[config.mk]
export PLATFORM = sky130hd
export DESIGN_NAME = rgcd_device_flat
export DESIGN_NICKNAME = d
export VERILOG_FILES = /design/src/verilog/rgcd_pkg.sv /design/src/verilog/rgcd_if.sv /design/src/verilog/rgcd_device.sv /design/src/flat_wrapper.sv
export SDC_FILE = /design/constraint.sdc
export NUM_CORES = 1
export LEC_CHECK = 0
export BUFFER_PORTS_ARGS = -buffer_cell sky130_fd_sc_hd__buf_4
export CORE_MARGIN = 10
export CORE_UTILIZATION = 40
export CTS_BUF_LIST = sky130_fd_sc_hd__clkbuf_16
export DETAILED_ROUTE_END_ITERATION = 6
export GPL_TIMING_DRIVEN = 0
export PLACE_DENSITY_LB_ADDON = 0.3
export SYNTH_ARGS = -nofsm -noshare
export SYNTH_HDL_FRONTEND = slang
export SYNTH_SLANG_ARGS = --single-unit
[constraint.sdc]
create_clock -name core_clk_in -period 4.1 [get_ports core_clk_in]
set_clock_uncertainty 0.05 [all_clocks]
set_input_delay 0.82 -clock core_clk_in [delete_from_list [all_inputs] [get_ports core_clk_in]]
set_output_delay 0.82 -clock core_clk_in [all_outputs]
set_load 0.05 [all_outputs]
[src/verilog/rgcd_pkg.sv]
// Package: constants and types shared by both ends of the command link
package rgcd_pkg;

    // ----------------------------------------------------------------
    // Command word layout
    // ----------------------------------------------------------------
    localparam int CMD_W       = 8;
    localparam int BIT_RESET   = 0;
    localparam int BIT_INC_RC  = 1;
    localparam int BIT_INC_RA  = 2;
    localparam int BIT_DEC_RC  = 3;
    localparam int BIT_PS_SEL  = 4;
    localparam int BIT_RB_SEL  = 5;
    localparam int OP_LSB      = 5;
    localparam int OP_W        = 3;
    localparam int STAT_W      = 6;
    localparam int NPULSE      = 4;

    localparam logic [2:0] OP_NORMAL = 3'h0;
    localparam logic [2:0] OP_RF     = 3'h1;
    localparam logic [2:0] OP_TGT    = 3'h2;
    localparam logic [2:0] OP_MICRO  = 3'h3;
    localparam logic [2:0] OP_BUF    = 3'h5;

    typedef enum logic [2:0] {
        RGCD_MODE_NORMAL,
        RGCD_MODE_RF,
        RGCD_MODE_TGT,
        RGCD_MODE_MICRO,
        RGCD_MODE_BUF,
        RGCD_MODE_ILLEGAL
    } rgcd_mode_t;

    // ----------------------------------------------------------------
    // Return RAM
    // ----------------------------------------------------------------
    localparam int         WORD_W      = 16;
    localparam int         RAM_DEPTH   = 16;
    localparam logic [3:0] RAM_FIRST   = 4'hb;
    localparam logic [3:0] RAM_LAST    = 4'he;
    localparam logic [3:0] LOAD_PRESET = 4'hc;
    localparam logic [3:0] LOAD_CLEAR  = 4'h0;
    localparam int         BLOCK_LEN   = 4;
    localparam int         TSEL_W      = 2;

endpackage : rgcd_pkg
[src/verilog/rgcd_if.sv]
// Interface: host/micro ports facing the reply generator command block
`timescale 1ns/100ps
interface rgcd_if;
    import rgcd_pkg::*;
    logic [CMD_W-1:0]  command;
    logic              command_strobe;
    logic              return_ram_load_command;
    logic [WORD_W-1:0] micro_wr_data;
    logic              host_data_request;
    logic              generator_readback_command;
    logic [TSEL_W-1:0] target_select;
    logic [WORD_W-1:0] host_return_data;
    logic              host_return_valid;
    logic              ram_read_mode;
    logic [STAT_W-1:0] status_bits;

    modport device (
        input  command, command_strobe, return_ram_load_command,
        input  micro_wr_data, host_data_request,
        input  generator_readback_command, target_select,
        output host_return_data, host_return_valid, ram_read_mode,
        output status_bits
    );
    modport host (
        output command, command_strobe, return_ram_load_command,
        output micro_wr_data, host_data_request,
        output generator_readback_command, target_select,
        input  host_return_data, host_return_valid, ram_read_mode,
        input  status_bits
    );
endinterface : rgcd_if

[src/verilog/rgcd_device.sv]
// Module: command decode, pulse generators and return RAM
`timescale 1ns/100ps
module rgcd_device (
    input  wire logic                          core_clk_in,
    input  wire logic                          sys_rst_in,
    rgcd_if.device                             link,
    input  wire logic                          return_ram_count_enable_in,
    input  wire logic                          return_ram_output_enable_in,
    input  wire logic [rgcd_pkg::WORD_W-1:0]   gen_fields_in,
    input  wire logic [rgcd_pkg::WORD_W-1:0]   gen_train_in,
    input  wire logic                          gen_train_bit_in,
    input  wire logic                          gen_transmit_in,
    output logic [rgcd_pkg::NPULSE-1:0]        ctrl_pulse_out,
    output rgcd_pkg::rgcd_mode_t               mode_out,
    output logic                               if_diag_sel_out,
    output logic                               ps_select_out,
    output logic                               readback_source_select_out,
    output logic                               program_addr_ctrl_out,
    output logic                               micro_drive_enable_out,
    output logic [rgcd_pkg::WORD_W-1:0]        gen_read_data_out,
    output logic                               gen_read_valid_out
);
    import rgcd_pkg::*;

    // ----------------------------------------------------------------
    // Command capture and resync
    // ----------------------------------------------------------------
    // Strobe comes from the host domain: three-stage sampler
    logic [2:0]       strobe_sync_ff;
    logic             strobe_rise;
    logic [CMD_W-1:0] cmd_a_ff;
    logic [CMD_W-1:0] cmd_b_ff;

    always_ff @(posedge core_clk_in) begin
        if (sys_rst_in) begin
            strobe_sync_ff <= 3'h0;
        end else begin
            strobe_sync_ff <= {strobe_sync_ff[1:0], link.command_strobe};
        end
    end
    assign strobe_rise = strobe_sync_ff[1] & ~strobe_sync_ff[2];

    // Command held stable by host around the strobe edge
    always_ff @(posedge core_clk_in) begin
        if (sys_rst_in) begin
            cmd_a_ff <= '0;
            cmd_b_ff <= '0;
        end else begin
            if (strobe_rise) begin
                cmd_a_ff <= link.command;
            end
            cmd_b_ff <= cmd_a_ff;
        end
    end

    // ----------------------------------------------------------------
    // Mode decode
    // ----------------------------------------------------------------
    rgcd_mode_t nxt_mode;
    rgcd_mode_t mode_ff;
    logic       diag_ff;

    always_comb begin
        case (cmd_b_ff[OP_LSB +: OP_W])
            OP_NORMAL: nxt_mode = RGCD_MODE_NORMAL;
            OP_RF:     nxt_mode = RGCD_MODE_RF;
            OP_TGT:    nxt_mode = RGCD_MODE_TGT;
            OP_MICRO:  nxt_mode = RGCD_MODE_MICRO;
            OP_BUF:    nxt_mode = RGCD_MODE_BUF;
            default:   nxt_mode = RGCD_MODE_ILLEGAL;
        endcase
    end

    always_ff @(posedge core_clk_in) begin
        if (sys_rst_in) begin
            mode_ff <= RGCD_MODE_NORMAL;
            diag_ff <= 1'b0;
        end else begin
            mode_ff <= nxt_mode;
            diag_ff <= (nxt_mode == RGCD_MODE_BUF);
        end
    end

    // ----------------------------------------------------------------
    // Self-resetting pulse generators
    // ----------------------------------------------------------------
    logic [NPULSE-1:0] latch_ff;
    logic [NPULSE-1:0] sync_ff;
    logic [NPULSE-1:0] dly_ff;
    logic [NPULSE-1:0] clr_ff;
    logic [NPULSE-1:0] pulse_ff;
    logic [NPULSE-1:0] allow;

    // Every mode but buffer: host may only reset or increment reply count
    // Gated by the command being pulsed, not the mode before it
    always_comb begin
        allow = {NPULSE{1'b1}};
        if (nxt_mode != RGCD_MODE_BUF) begin
            allow[BIT_DEC_RC] = 1'b0;
            allow[BIT_INC_RA] = 1'b0;
        end
    end

    genvar g;
    generate
        for (g = 0; g < NPULSE; g++) begin : gen_pulse
            // Latch clear is synchronous here: no async paths in design
            always_ff @(posedge core_clk_in) begin
                if (sys_rst_in) begin
                    latch_ff[g] <= 1'b0;
                end else if (strobe_rise && link.command[g]) begin
                    latch_ff[g] <= 1'b1;
                end else if (clr_ff[g]) begin
                    latch_ff[g] <= 1'b0;
                end
            end
            always_ff @(posedge core_clk_in) begin
                if (sys_rst_in) begin
                    sync_ff[g]  <= 1'b0;
                    dly_ff[g]   <= 1'b0;
                    clr_ff[g]   <= 1'b0;
                    pulse_ff[g] <= 1'b0;
                end else begin
                    sync_ff[g]  <= latch_ff[g] & ~clr_ff[g];
                    dly_ff[g]   <= sync_ff[g];
                    clr_ff[g]   <= sync_ff[g] & ~dly_ff[g];
                    // One cycle wide, one per command
                    pulse_ff[g] <= sync_ff[g] & ~dly_ff[g] & allow[g];
                end
            end
        end
    endgenerate

    // ----------------------------------------------------------------
    // Status and control outputs
    // ----------------------------------------------------------------
    always_ff @(posedge core_clk_in) begin
        if (sys_rst_in) begin
            link.status_bits           <= '0;
            ps_select_out              <= 1'b0;
            readback_source_select_out <= 1'b0;
            program_addr_ctrl_out      <= 1'b0;
            micro_drive_enable_out     <= 1'b1;
        end else begin
            link.status_bits <= cmd_b_ff[CMD_W-1 -: STAT_W];
            ps_select_out    <= diag_ff & cmd_b_ff[BIT_PS_SEL];
            readback_source_select_out <= diag_ff & cmd_b_ff[BIT_RB_SEL];
            program_addr_ctrl_out  <= diag_ff;
            micro_drive_enable_out <= ~diag_ff;
        end
    end
    assign ctrl_pulse_out  = pulse_ff;
    assign mode_out        = mode_ff;
    assign if_diag_sel_out = diag_ff;

    // ----------------------------------------------------------------
    // Return RAM and its ping-pong sequencer
    // ----------------------------------------------------------------
    logic [WORD_W-1:0] ram_ff [RAM_DEPTH];
    logic [3:0]        addr_ff;
    logic [3:0]        load_cnt_ff;
    logic              read_mode_ff;
    logic              carry_ff;
    logic              window;
    logic              rd_step;
    logic              ram_active;

    // Return path only used in micro and target diagnostic modes
    assign ram_active = (mode_ff == RGCD_MODE_MICRO)
                      || (mode_ff == RGCD_MODE_TGT);
    assign window  = load_cnt_ff[3] & return_ram_count_enable_in;
    assign rd_step = read_mode_ff & link.host_data_request
                   & return_ram_count_enable_in & ~carry_ff;

    always_ff @(posedge core_clk_in) begin
        if (sys_rst_in || !ram_active) begin
            load_cnt_ff <= LOAD_CLEAR;
        end else if (!read_mode_ff && !load_cnt_ff[3]
                     && link.return_ram_load_command
                     && return_ram_count_enable_in) begin
            load_cnt_ff <= LOAD_PRESET;
        end else if (window) begin
            load_cnt_ff <= load_cnt_ff + 4'h1; // wraps to 0
        end
    end

    always_ff @(posedge core_clk_in) begin
        if (sys_rst_in || !ram_active) begin
            addr_ff      <= RAM_FIRST;
            read_mode_ff <= 1'b0;
            carry_ff     <= 1'b0;
        end else if (carry_ff) begin
            addr_ff      <= RAM_FIRST;
            read_mode_ff <= ~read_mode_ff;
            carry_ff     <= 1'b0;
        end else if (window || rd_step) begin
            addr_ff  <= addr_ff + 4'h1;
            carry_ff <= (addr_ff == RAM_LAST);
        end
    end

    always_ff @(posedge core_clk_in) begin
        if (window && !read_mode_ff) begin
            ram_ff[addr_ff] <= link.micro_wr_data;
        end
    end

    always_ff @(posedge core_clk_in) begin
        if (sys_rst_in) begin
            link.host_return_data  <= '0;
            link.host_return_valid <= 1'b0;
        end else begin
            link.host_return_valid <= rd_step & return_ram_output_enable_in;
            if (rd_step && return_ram_output_enable_in) begin
                link.host_return_data <= ram_ff[addr_ff];
            end
        end
    end
    assign link.ram_read_mode = read_mode_ff;

    // ----------------------------------------------------------------
    // Target generator readback
    // ----------------------------------------------------------------
    logic              rb_prev_ff;
    logic [3:0]        rb_shift_ff;
    logic [WORD_W-1:0] hold_ff;
    logic [WORD_W-1:0] train_ff;
    logic [WORD_W-1:0] word_sel;

    always_ff @(posedge core_clk_in) begin
        if (sys_rst_in) begin
            hold_ff  <= '0;
            train_ff <= '0;
        end else if (gen_transmit_in) begin
            hold_ff  <= gen_fields_in;
            train_ff <= {train_ff[WORD_W-2:0], gen_train_bit_in};
        end
    end

    always_ff @(posedge core_clk_in) begin
        if (sys_rst_in) begin
            rb_prev_ff  <= 1'b0;
            rb_shift_ff <= 4'h0;
        end else begin
            rb_prev_ff  <= link.generator_readback_command;
            rb_shift_ff <= {rb_shift_ff[2:0],
                link.generator_readback_command & ~rb_prev_ff};
        end
    end

    always_comb begin
        case (rb_shift_ff)
            4'h1:    word_sel = hold_ff;
            4'h2:    word_sel = train_ff;
            4'h4:    word_sel = gen_fields_in;
            4'h8:    word_sel = gen_train_in;
            default: word_sel = '0;
        endcase
    end

    always_ff @(posedge core_clk_in) begin
        if (sys_rst_in) begin
            gen_read_data_out  <= '0;
            gen_read_valid_out <= 1'b0;
        end else begin
            gen_read_data_out  <= word_sel;
            gen_read_valid_out <= |rb_shift_ff;
        end
    end

endmodule : rgcd_device

[src/flat_wrapper.sv]
// flat-port wrapper written by rule: the top's interface ports become plain ports
module rgcd_device_flat import rgcd_pkg::*;
  (core_clk_in, sys_rst_in, return_ram_count_enable_in, return_ram_output_enable_in, gen_fields_in, gen_train_in, gen_train_bit_in, gen_transmit_in, ctrl_pulse_out, mode_out, if_diag_sel_out, ps_select_out, readback_source_select_out, program_addr_ctrl_out, micro_drive_enable_out, gen_read_data_out, gen_read_valid_out, link_command, link_command_strobe, link_return_ram_load_command, link_micro_wr_data, link_host_data_request, link_generator_readback_command, link_target_select, link_host_return_data, link_host_return_valid, link_ram_read_mode, link_status_bits);
  rgcd_if link_i ();
  input  wire logic core_clk_in;
  input  wire logic sys_rst_in;
  input  wire logic return_ram_count_enable_in;
  input  wire logic return_ram_output_enable_in;
  input  wire logic [rgcd_pkg::WORD_W-1:0] gen_fields_in;
  input  wire logic [rgcd_pkg::WORD_W-1:0] gen_train_in;
  input  wire logic gen_train_bit_in;
  input  wire logic gen_transmit_in;
  output logic [rgcd_pkg::NPULSE-1:0] ctrl_pulse_out;
  output rgcd_pkg::rgcd_mode_t mode_out;
  output logic if_diag_sel_out;
  output logic ps_select_out;
  output logic readback_source_select_out;
  output logic program_addr_ctrl_out;
  output logic micro_drive_enable_out;
  output logic [rgcd_pkg::WORD_W-1:0] gen_read_data_out;
  output logic gen_read_valid_out;
  input wire logic [$bits(link_i.command)-1:0] link_command;
  input wire logic [$bits(link_i.command_strobe)-1:0] link_command_strobe;
  input wire logic [$bits(link_i.return_ram_load_command)-1:0] link_return_ram_load_command;
  input wire logic [$bits(link_i.micro_wr_data)-1:0] link_micro_wr_data;
  input wire logic [$bits(link_i.host_data_request)-1:0] link_host_data_request;
  input wire logic [$bits(link_i.generator_readback_command)-1:0] link_generator_readback_command;
  input wire logic [$bits(link_i.target_select)-1:0] link_target_select;
  output wire logic [$bits(link_i.host_return_data)-1:0] link_host_return_data;
  output wire logic [$bits(link_i.host_return_valid)-1:0] link_host_return_valid;
  output wire logic [$bits(link_i.ram_read_mode)-1:0] link_ram_read_mode;
  output wire logic [$bits(link_i.status_bits)-1:0] link_status_bits;
  assign link_i.command = link_command;
  assign link_i.command_strobe = link_command_strobe;
  assign link_i.return_ram_load_command = link_return_ram_load_command;
  assign link_i.micro_wr_data = link_micro_wr_data;
  assign link_i.host_data_request = link_host_data_request;
  assign link_i.generator_readback_command = link_generator_readback_command;
  assign link_i.target_select = link_target_select;
  assign link_host_return_data = link_i.host_return_data;
  assign link_host_return_valid = link_i.host_return_valid;
  assign link_ram_read_mode = link_i.ram_read_mode;
  assign link_status_bits = link_i.status_bits;
  rgcd_device u_core (.core_clk_in(core_clk_in), .sys_rst_in(sys_rst_in), .link(link_i), .return_ram_count_enable_in(return_ram_count_enable_in), .return_ram_output_enable_in(return_ram_output_enable_in), .gen_fields_in(gen_fields_in), .gen_train_in(gen_train_in), .gen_train_bit_in(gen_train_bit_in), .gen_transmit_in(gen_transmit_in), .ctrl_pulse_out(ctrl_pulse_out), .mode_out(mode_out), .if_diag_sel_out(if_diag_sel_out), .ps_select_out(ps_select_out), .readback_source_select_out(readback_source_select_out), .program_addr_ctrl_out(program_addr_ctrl_out), .micro_drive_enable_out(micro_drive_enable_out), .gen_read_data_out(gen_read_data_out), .gen_read_valid_out(gen_read_valid_out));
endmodule
# After elaboration in Yosys (flattened, before gate mapping)
# Memories as Yosys holds them, arrays and structs flattened. A register that Yosys moved wholly into a read port is not among the register bits.
# Index checks and enable logic that the tools add are counted.
# classes
n_addsub	2
n_eq_ne	13
n_mux	15
bitwise_logic	33
n_reduce_logical	25
# op_table
operator	count
$pmux 16 s4	1
$and 1x1->1	19
$pmux 3 s5	1
$not 1->1	14
$eq 3x2->1 const B	4
$mux 1	10
$reduce_bool 2->1	5
$logic_and 1x1->1	9
$add 4x1->4 const B	2
$eq 4x4->1 const B	2
$mux 4	2
$eq 3x3->1 const B	2
$eq 4x1->1 const B	1
$eq 4x2->1 const B	1
$eq 4x3->1 const B	1
$reduce_or 2->1	2
$reduce_or 4->1	1
$eq 3x1->1 const B	1
$logic_not 1->1	3
$logic_not 3->1	1
$logic_or 1x1->1	3
$ne 3x3->1 const B	1
$reduce_or 3->1	1
$mux 2	1
# word_totals
register_bits	116
ramBits	256
inputBits	68
out_inout_bits	53
word_cells	129
mem_count	1
# memory_table
memory	words	width	read_ports	rd_ports_with_merged_regs	wr	line_no	text
u_core.ram_ff	16	16	1	1	1	rgcd_device.sv:159	logic [WORD_W-1:0] ram_ff [RAM_DEPTH];

# Depth between registers and ports, before layout
# Gate-level depths: netlist of run 1.
# logic_depth
depth_word	6
mapped_depth	6
depth_no_buf	4

# Least setup slack after synthesis of run 1
# OpenSTA, ideal clock, no wires.
# synth_path
kind	input port to flip-flop
from	in return_ram_count_enable_in
to	mem u_core.ram_ff[0][0] (enable)
setup_ps	409
arrival_time_ps	2555
t_required_ps	3641
setup_slack_ps	1085
cell_stages	4
n_path_buf	1
path_cell_list	clkbuf_1 > and3b_1 > nand2_1 > nor3_1
# synth_between
elab_chain_len	4
# synth_lines
item	line_no	text
start, declared	flat_wrapper.sv:7	input wire logic return_ram_count_enable_in;
$and 1x1->1	rgcd_device.sv:171	assign window = load_cnt_ff[3] & return_ram_count_enable_in;
$logic_and 1x1->1	rgcd_device.sv:203	if (window && !read_mode_ff) begin
$mux 1	rgcd_device.sv:203	
$mux 1 (implied by the code)	rgcd_device.sv:204	ram_ff[addr_ff] <= link.micro_wr_data;
end, declared	rgcd_device.sv:159	
# No other way between the ends.

# Final worst setup path of run 1
# layout_path
from	reg u_core.addr_ff[2]
to	mem u_core.ram_ff[5][5] (enable)
# layout_lines
item	line_no	text
start, declared	rgcd_device.sv:160	logic [3:0] addr_ff;
start signal, assigned	rgcd_device.sv:197	addr_ff <= addr_ff + 4'h1;
# Straight into the memory's write port.

==> metrics, run 1 <==
top cells by area, synth edfxtp_1, dfxtp_1, mux4_2; Yosys top cell area share 53.4%; via count 7,763; largest net degree at the start of global routing 17; Cells after Synth 832; syn avg cell area 17.3 µm²; crit share post-route 69.1%; Detail Route Antenna Nets 0; TritonCTS clock tree yes; Clock Power Share 43.8%; Main synth FF type edfxtp_1; Fin Setup TNS 0 ns; # resized after CTS 0; outcome finished clean; Chip Height 210 µm; Crit Path Max Fanout 10; initial detailed-routing violation count 449; detailed-route vias per instance 5.19; area leader, netlist edfxtp_1; Post-CTS Setup Inserts 0; max-slew violations 0; H-tree Lvls 2; Peak VDD IR 334 µV; CP required 4.28 ns; total iterations of the first detailed-routing run 5; initial antenna violation count 0; CP arrival 3.01 ns; full die area 44,000 µm²; layout net count 1,080; RSZ-0062 raised after global routing false; Sw Ratio 19.8%; Fin Hold WS 0.328 ns; total CTS buffers 39; average wire per cell in the routed design 21.2 µm; combinational power share 2.6%; share of cells above drive strength 1 31.1%; CP max stage delay 0.58 ns; Ant. Diodes 0; Hold Buf Count CTS 0; Min Clock Period, post-route 2.83 ns; core area 35,600 µm²; Total Wirelength 31,700 µm; GR Overflow Total 0; clk slew on worst S/H paths 0.06 ns; crit start category register; deepest clock path buffer count 3; Seq pwr share 53.6%; io pins 121; die width 210 µm; slowest CP cell nor2_2; number of synthesized register bits 384; synthesized area 14,400 µm²; Finish-stage setup viols 0; Clock Sink Count 384; std cell rows 69; GR Util All Layers 14.3%; CTS Root Cell clkbuf_16; Slew HR 28.7%; first-pass GRT wire length 48,900 µm; CP Capture Type register; reported max-cap violation count 0; Async S/R FF share, synth 0%; Leakage 6.23 nW; final hold violations 0; count leader, synth edfxtp_1; GP Congestion 0.776; reg2reg setup slack 1.27 ns; critical path startpoint u_core.addr_ff[2]$_SDFFE_PP0P_; P&R area growth vs syn 20.9%; Crit path top cell by count buf_2; Starting Density 40.5%; Netlist cell types 52; Hold Startpoint u_core.dly_ff[1]$_SDFF_PP0_; switching pwr 0.00154 W; max frequency 353 MHz; clk_lat worst skew 0.53 ns; Hold Path Class register to register; CP cell instances buf_2 -> buf_2 -> buf_1 -> nand2_1 -> nor2_2 -> buf_6; YS warnings 0; leading cell types by count after synthesis edfxtp_1, dfxtp_1, mux2i_1; residual DRC count 0; pwr/cell area 446 nW/µm²; Pint 0.00621 W; Detail Placement HPWL 22,100 µm; vias in the first global route 8,098; slew at the pin closest to its max-slew limit 1.06 ns; WS Path Type register to register; EDFF count, synth 256; sequential area share after synthesis 71.2%; IO Port Bufs 116; reg2reg start u_core.addr_ff[2]$_SDFFE_PP0P_; Mapped Nets 905
registers in the layout, indices dropped and copies added, names as in the netlist, 6 cells and up:
signal / cells
u_core.cmd_a_ff: 6
u_core.cmd_b_ff: 6
u_core.gen_read_data_out: 16
u_core.hold_ff: 16
u_core.link.host_return_data: 16
u_core.link.status_bits: 6
u_core.ram_ff: 256
u_core.train_ff: 16
layer usage:
layer / vias up / GRT usage (%) / wire length (µm)
met1: 3913 / 18.5 / 13500
met4: 0 / 4.49 / 599
li1: 3579 / - / -
met5: - / 0 / 0
met2: 222 / 23.8 / 15800
met3: 49 / 2.70 / 1780
cells by family (layout without fill, tap and decap cells):
group           after synthesis  in the layout  synth area share [%]
buf+inv                      60            263                  2.30
flops                       384            384                  71.2
mux                         132            132                  14.7
compound gates               97             97                  5.39
fa+ha+maj                     5              5                 0.435
xor+xnor                      7              7                 0.426
simple gates                147            147                  5.56
metrics by stage:
stage | utilization [%] | setup WS (ns) | instances | instance area [µm²] | power [W]
after floorplan | - | 1.09 | 832 | 14400 | 0.00432
after global placement | 44.5 | -0.366 | 1409 | 15800 | 0.00443
after detailed placement | 45.5 | 0.918 | 1427 | 16200 | 0.00444
after CTS | 48.9 | 1.22 | 1496 | 17400 | 0.00782
after global routing | 48.9 | 1.11 | 1496 | 17400 | 0.00801
final | 48.9 | 1.27 | 1496 | 17400 | 0.00775
cell usage in the layout (no fill, tap or decap), drive strengths merged, types with 3 or more instances in the layout:
| cell | instances |
|---|---|
| mux2i | 69 |
| nor4 | 3 |
| nand3 | 4 |
| nor4b | 3 |
| buf | 172 |
| clkbuf | 57 |
| clkinv | 15 |
| xnor2 | 4 |
| nand2b | 3 |
| xor2 | 3 |
| nor3b | 4 |
| mux4 | 63 |
| a21oi | 19 |
| edfxtp | 256 |
| ha | 5 |
| nand2 | 14 |
| and2 | 3 |
| a22oi | 32 |
| nor3 | 5 |
| a31oi | 3 |
| o21ai | 3 |
| inv | 14 |
| nor2b | 32 |
| nor2 | 67 |
| o21bai | 15 |
| a21o | 4 |
| a221oi | 14 |
| bufinv | 3 |
| dfxtp | 128 |
worst max-delay path, delay by kind of cell (launching register included):
kind          cells  cell delay, ns
buf+inv           4            1.32
simple gates      2            0.85
flops             1            0.31
worst paths after layout:
path                                         to  cells past startpoint
setup / recovery  u_core.ram_ff[5][5]$_DFFE_PP_                      6
hold / removal      u_core.clr_ff[1]$_SDFF_PP0_                      1
setup reg to reg  u_core.ram_ff[5][5]$_DFFE_PP_                      6
hold reg to reg     u_core.clr_ff[1]$_SDFF_PP0_                      1
layout make-up:
cell class | count | area (µm²)
plain buffers | 54 | 309
clock buffers | 41 | 1030
clock inverters | 28 | 200
fillers | 3009 | 18200
inverters | 6 | 22.5
multi-input cells | 388 | 3860
flip-flops and latches | 384 | 10200
well taps | 461 | 577
repair buffers | 134 | 1150
power by group through the flow:
stage | sequential (W) | combinational [W] | clock (W)
5_1_grt | 0.00415 | 0.000218 | 0.00364
4_1_cts | 0.00415 | 0.000201 | 0.00347
2_1_floorplan | 0.00425 | 0.0000747 | 0
3_5_place_dp | 0.00424 | 0.000201 | 0
3_3_place_gp | 0.00424 | 0.000197 | 0
6_report | 0.00415 | 0.000200 | 0.00340
(Power assumes the default switching activity.)
==> run 2, diff against run 1 <==
clock period = 2.7 ns   (was 4.1 ns; I/O delays follow)
==> metrics, run 2 (same netlist as run 1, synthesis figures left out) <==
residual DRC count 0 (unchanged); detailed-route vias per instance 5.19 (about the same); Leakage 6.28 nW (+0.79%); max frequency 394 MHz (+12%); Worst path top cell family by delay buffers and inverters; io pins 121 (unchanged); GP Congestion 0.787 (+1.3%); CTS Root Cell clkbuf_16; reg2reg start u_core.addr_ff[0]$_SDFFE_PP1P_; Fin Hold WS 0.149 ns (-0.179 ns); max-slew violations 0 (unchanged); Ant. Diodes 0 (unchanged); IO Port Bufs 116 (unchanged); CP cell instances buf_6 -> clkinv_1 -> buf_2 -> ha_1 -> nand2_1 -> nor2_2 -> buf_8; reported max-cap violation count 0 (unchanged); Reg with most FFs u_core.ram_ff; slew at the pin closest to its max-slew limit 0.934 ns (-0.129 ns); Detail Placement HPWL 21,700 µm (-1.7%); Total Wirelength 31,900 µm (+0.65%); slowest CP cell nor2_2; crit share post-route 94.1% (+25 points); Post-CTS Setup Inserts 0 (unchanged); Hold Buf Count CTS 0 (unchanged); Clock Sink Count 384 (unchanged); vias in the first global route 8,246 (+1.8%); GR Overflow Total 0 (unchanged); M1 GR Usage 18.8% (+0.34 points); Starting Density 40.5% (unchanged); dpl ws -0.409 ns (-1.33 ns); initial antenna violation count 0 (unchanged); Hold Startpoint link_command[1]; Hold Path Class input pin to register; Min Clock Period, post-route 2.54 ns (-0.293 ns); WS Path Type register to register; total iterations of the first detailed-routing run 4 (-1); TritonCTS clock tree yes; pwr/cell area 685 nW/µm² (+54%); non-filler cells, final 1,498 (+0.13%); via count 7,771 (+0.10%); R2R Path End u_core.ram_ff[12][11]$_DFFE_PP_; Fin Setup TNS 0 ns (unchanged); Detail Route Antenna Nets 0 (unchanged); total CTS buffers 41 (+5.1%); PnR worst setup slack 0.161 ns (-1.11 ns); crit path buf inv count 4 (unchanged); std cell rows 69 (unchanged); share of cells above drive strength 1 30.9% (-0.25 points); Slew HR 37.7% (+9.0 points); outcome finished clean; M2 GR Usage 23.8% (+0.088 points); Peak VDD IR 566 µV (+69%); full die area 44,000 µm² (unchanged); CP max stage delay 0.52 ns (-0.06 ns); hold depth 2 (+1); CP arrival 2.73 ns (-0.28 ns); clk_lat worst skew 0.53 ns (about the same); clk slew on worst S/H paths 0.06 ns (about the same); core area 35,600 µm² (unchanged); commonest non-fill, non-tap cells in the layout edfxtp_1, dfxtp_1, buf_4; final hold violations 0 (unchanged); GR Util All Layers 14.5% (+0.20 points); max reg flops 256 (unchanged); P&R area growth vs syn 21.7%; first-pass GRT wire length 49,800 µm (+2.0%); die width 210 µm (unchanged); largest net degree at the start of global routing 20 (+3); Placed Instances 1,425 (-0.14%); H-tree Lvls 2 (unchanged); reg2reg setup slack 0.16 ns (-1.11 ns); endpoint with the worst hold slack u_core.latch_ff[1]$_SDFFE_PP0P_; Chip Height 210 µm (unchanged); Finish-stage setup viols 0 (unchanged); CP Capture Type register; CP required 2.89 ns (-1.39 ns); Crit Path Max Fanout 11 (+1); commonest non-fill, non-tap cell in the layout edfxtp_1; layout net count 1,079 (-0.093%); RSZ-0062 raised after global routing false; busiest grt layer met2; worst r2r path cells 7 (+1); overall power 0.0120 W (+55%); initial detailed-routing violation count 500 (+11%); average wire per cell in the routed design 21.3 µm (+0.52%); deepest clock path buffer count 3 (unchanged); crit start category register; met3 Track Usage GR 3.33% (+0.62 points)
run 2: cell count changes in the layout (fill, tap and decap cells not counted), sizes merged:
cell,before,now
buf,172,168
clkbuf,57,60
clkinv,15,16
inv,14,18
clkinvlp,2,0
run 2: how the worst max path moves through the flow:
| stage | cells past startpoint | slack, ns | to | startpoint |
|---|---|---|---|---|
| global placement | 5 | -0.91 | u_core.ram_ff[12][8]$_DFFE_PP_ | u_core.addr_ff[2]$_SDFFE_PP0P_ |
| detailed placement | 6 | -0.41 | u_core.ram_ff[5][5]$_DFFE_PP_ | u_core.addr_ff[2]$_SDFFE_PP0P_ |
| global route | 7 | 0.01 | u_core.ram_ff[10][7]$_DFFE_PP_ | u_core.addr_ff[0]$_SDFFE_PP1P_ |
| floorplan | 5 | 0.30 | u_core.ram_ff[15][0]$_DFFE_PP_ | u_core.addr_ff[2]$_SDFFE_PP0P_ |
| finish | 7 | 0.16 | u_core.ram_ff[12][11]$_DFFE_PP_ | u_core.addr_ff[0]$_SDFFE_PP1P_ |
| CTS | 5 | 0.04 | u_core.ram_ff[5][5]$_DFFE_PP_ | u_core.addr_ff[2]$_SDFFE_PP0P_ |
run 2: per-layer routing:
metal  vias to the layer above  wire length (µm)
met1                      3910             13800
met4                         0               631
met5                         -                 0
li1                       3580                 -
met3                        46              2000
met2                       235             15500
run 2: final cells by class:
cell class                      count  area (µm²)
Clock buffer                       43        1080
Buffer                             53         308
Multi-Input combinational cell    388        3880
Tap cell                          461         577
Clock inverter                     31         213
Fill cell                        2981       18100
Sequential cell                   384       10200
Timing Repair Buffer              132        1190
Inverter                            6        22.5
run 2: where the power goes:
group | switching [W] | internal [W] | total, W | leakage (nW)
sequential | 0.0000143 | 0.00629 | 0.00631 | 3.34
combinational | 0.000183 | 0.000122 | 0.000305 | 2.27
clock | 0.00222 | 0.00316 | 0.00538 | 0.674
total | 0.00242 | 0.00957 | 0.0120 | 6.28
run 2: repair_timing:
action / 4_1_cts / 5_1_grt
hold endpoints to repair: 0 / 0
gates cloned: 0 / 0
resized for setup: 0 / 1
endpoints found under the setup margin: 118 / 3
run 2: per-stage QoR:
stage	cell area [µm²]	utilization, %
6_report	17500	49.2
5_1_grt	17500	49.2
4_1_cts	17500	49.2
3_5_place_dp	16200	45.6
3_3_place_gp	15900	44.6
2_1_floorplan	14400	-
==> run 3, diff against run 2 <==
CORE_UTILIZATION = 45   (was 40)
==> metrics, run 3 (same netlist as run 1, synthesis figures left out) <==
Ant. Diodes 0 (unchanged); commonest non-fill, non-tap cells in the layout edfxtp_1, dfxtp_1, buf_4; share of cells above drive strength 1 30.8% (-0.037 points); TritonCTS clock tree yes; GR Overflow Total 0 (unchanged); Fin Setup TNS 0 ns (unchanged); PnR worst setup slack 0.133 ns (-0.0277 ns); commonest non-fill, non-tap cell in the layout edfxtp_1; CP cell instances buf_6 -> clkinv_1 -> buf_2 -> ha_1 -> nand2_1 -> nor2_2 -> buf_8; CTS Root Cell clkbuf_16; full die area 39,500 µm² (-10%); Finish-stage setup viols 0 (unchanged); final core utilization 55.1% (+5.9 points); clk_lat worst skew 0.52 ns (about the same); vias in the first global route 8,081 (-2.0%); reported max-cap violation count 0 (unchanged); Hold Path Class input pin to register; pwr/cell area 675 nW/µm² (-1.5%); dpl ws -0.343 ns (+0.0658 ns); CP arrival 2.74 ns (about the same); die width 199 µm (-5.2%); GR Util All Layers 16.0% (+1.5 points); core area 31,600 µm² (-11%); crit start category register; Clock Sink Count 384 (unchanged); std cell rows 65 (-5.8%); Peak VDD IR 410 µV (-27%); Reg with most FFs u_core.ram_ff; RSZ-0062 raised after global routing false; switching pwr 0.00234 W (-3.4%); CP required 2.87 ns (-0.02 ns); Seq pwr share 53.8% (+1.2 points); Sw Ratio 19.9% (-0.25 points); max-slew violations 0 (unchanged); Pint 0.00939 W (-1.8%); Starting Density 45.6% (+5.1 points); Hold Buf Count CTS 0 (unchanged); largest net degree at the start of global routing 20 (unchanged); average wire per cell in the routed design 22.2 µm (+4.3%); initial detailed-routing violation count 478 (-4.4%); Leakage 6.27 nW (-0.20%); Slew HR 38.9% (+1.2 points); Crit Path Max Fanout 11 (unchanged); CP max stage delay 0.46 ns (-0.06 ns); crit path buf inv count 4 (unchanged); CP Capture Type register; combinational power share 2.6% (about the same); P&R area growth vs syn 20.9%; Detail Placement HPWL 21,200 µm (-2.4%); deepest clock path buffer count 3 (unchanged); io pins 121 (unchanged); overall power 0.0117 W (-2.2%); H-tree Lvls 2 (unchanged); FILL cells 2,495 (-16%); slew at the pin closest to its max-slew limit 0.916 ns (-0.0179 ns); Min Clock Period, post-route 2.57 ns (+0.0277 ns); final hold violations 0 (unchanged); total CTS buffers 40 (-2.4%); IO Port Bufs 116 (unchanged); residual DRC count 0 (unchanged); WS Path Type register to register; GP Congestion 0.761 (-3.2%); outcome finished clean; detailed-route vias per instance 5.46 (+5.3%); max reg flops 256 (unchanged); first-pass GRT wire length 48,600 µm (-2.5%); Detail Route Antenna Nets 0 (unchanged); Chip Height 199 µm (-5.2%); Clock Power Share 43.7% (-1.2 points); total iterations of the first detailed-routing run 5 (+1); reg2reg setup slack 0.13 ns (-0.03 ns); max frequency 390 MHz (-1.1%); via count 7,852 (+1.0%); slowest CP cell nor2_2; layout net count 1,078 (-0.093%); Total Wirelength 31,900 µm (about the same); clk slew on worst S/H paths 0.06 ns (about the same); crit share post-route 95.1% (+1.0 points); initial antenna violation count 0 (unchanged); Worst path top cell family by delay buffers and inverters
## run 3: repair_timing
| item | CTS | global route |
|---|---|---|
| setup buffers | 0 | 0 |
| gates resized for setup | 0 | 0 |
| setup endpoints to repair | 119 | 0 |
## run 3: worst paths after layout
kind	start	to	depth (start not counted)
hold reg to reg	u_core.rb_prev_ff$_SDFF_PP0_	u_core.rb_shift_ff[0]$_SDFF_PP0_	1
setup reg to reg	u_core.addr_ff[0]$_SDFFE_PP1P_	u_core.ram_ff[14][11]$_DFFE_PP_	7
hold / removal	link_command[1]	u_core.latch_ff[1]$_SDFFE_PP0P_	2
setup / recovery	u_core.addr_ff[0]$_SDFFE_PP1P_	u_core.ram_ff[14][11]$_DFFE_PP_	7
## run 3: area by class of cell
type                       count  area [µm²]  share of cell area, %
clock inverter                32         226                   1.30
buffer                        53         305                   1.76
tap                          402         503                   2.89
sequential                   384       10200                   58.9
clock buffer                  40        1000                   5.76
multi-input combinational    388        3880                   22.3
timing repair buffer         132        1200                   6.89
inverter                       6        22.5                  0.130
## run 3: stage by stage
step | cell area [µm²] | hold slack, ns | std cells
final | 17400 | 0.166 | 1437
after detailed placement | 16200 | 0.326 | 1366
after global routing | 17400 | 0.157 | 1437
after floorplan | 14400 | 0.317 | 832
after CTS | 17400 | 0.150 | 1437
after global placement | 15800 | 0.321 | 1350
## run 3: power by group through the flow
stage / combinational [W] / sequential [W] / clock [W]
floorplan: 0.000113 / 0.00645 / 0
global placement: 0.000296 / 0.00643 / 0
detailed placement: 0.000302 / 0.00643 / 0
CTS: 0.000303 / 0.00631 / 0.00523
global route: 0.000328 / 0.00631 / 0.00547
finish: 0.000301 / 0.00631 / 0.00512
## run 3: metal layers
metal / up-vias / global-route usage, % / wire length, µm
li1: 3574 / - / -
met1: 3968 / 20.6 / 13400
met2: 260 / 26.5 / 15600
met3: 50 / 3.41 / 2290
met4: 0 / 4.89 / 685
met5: - / 0 / 0
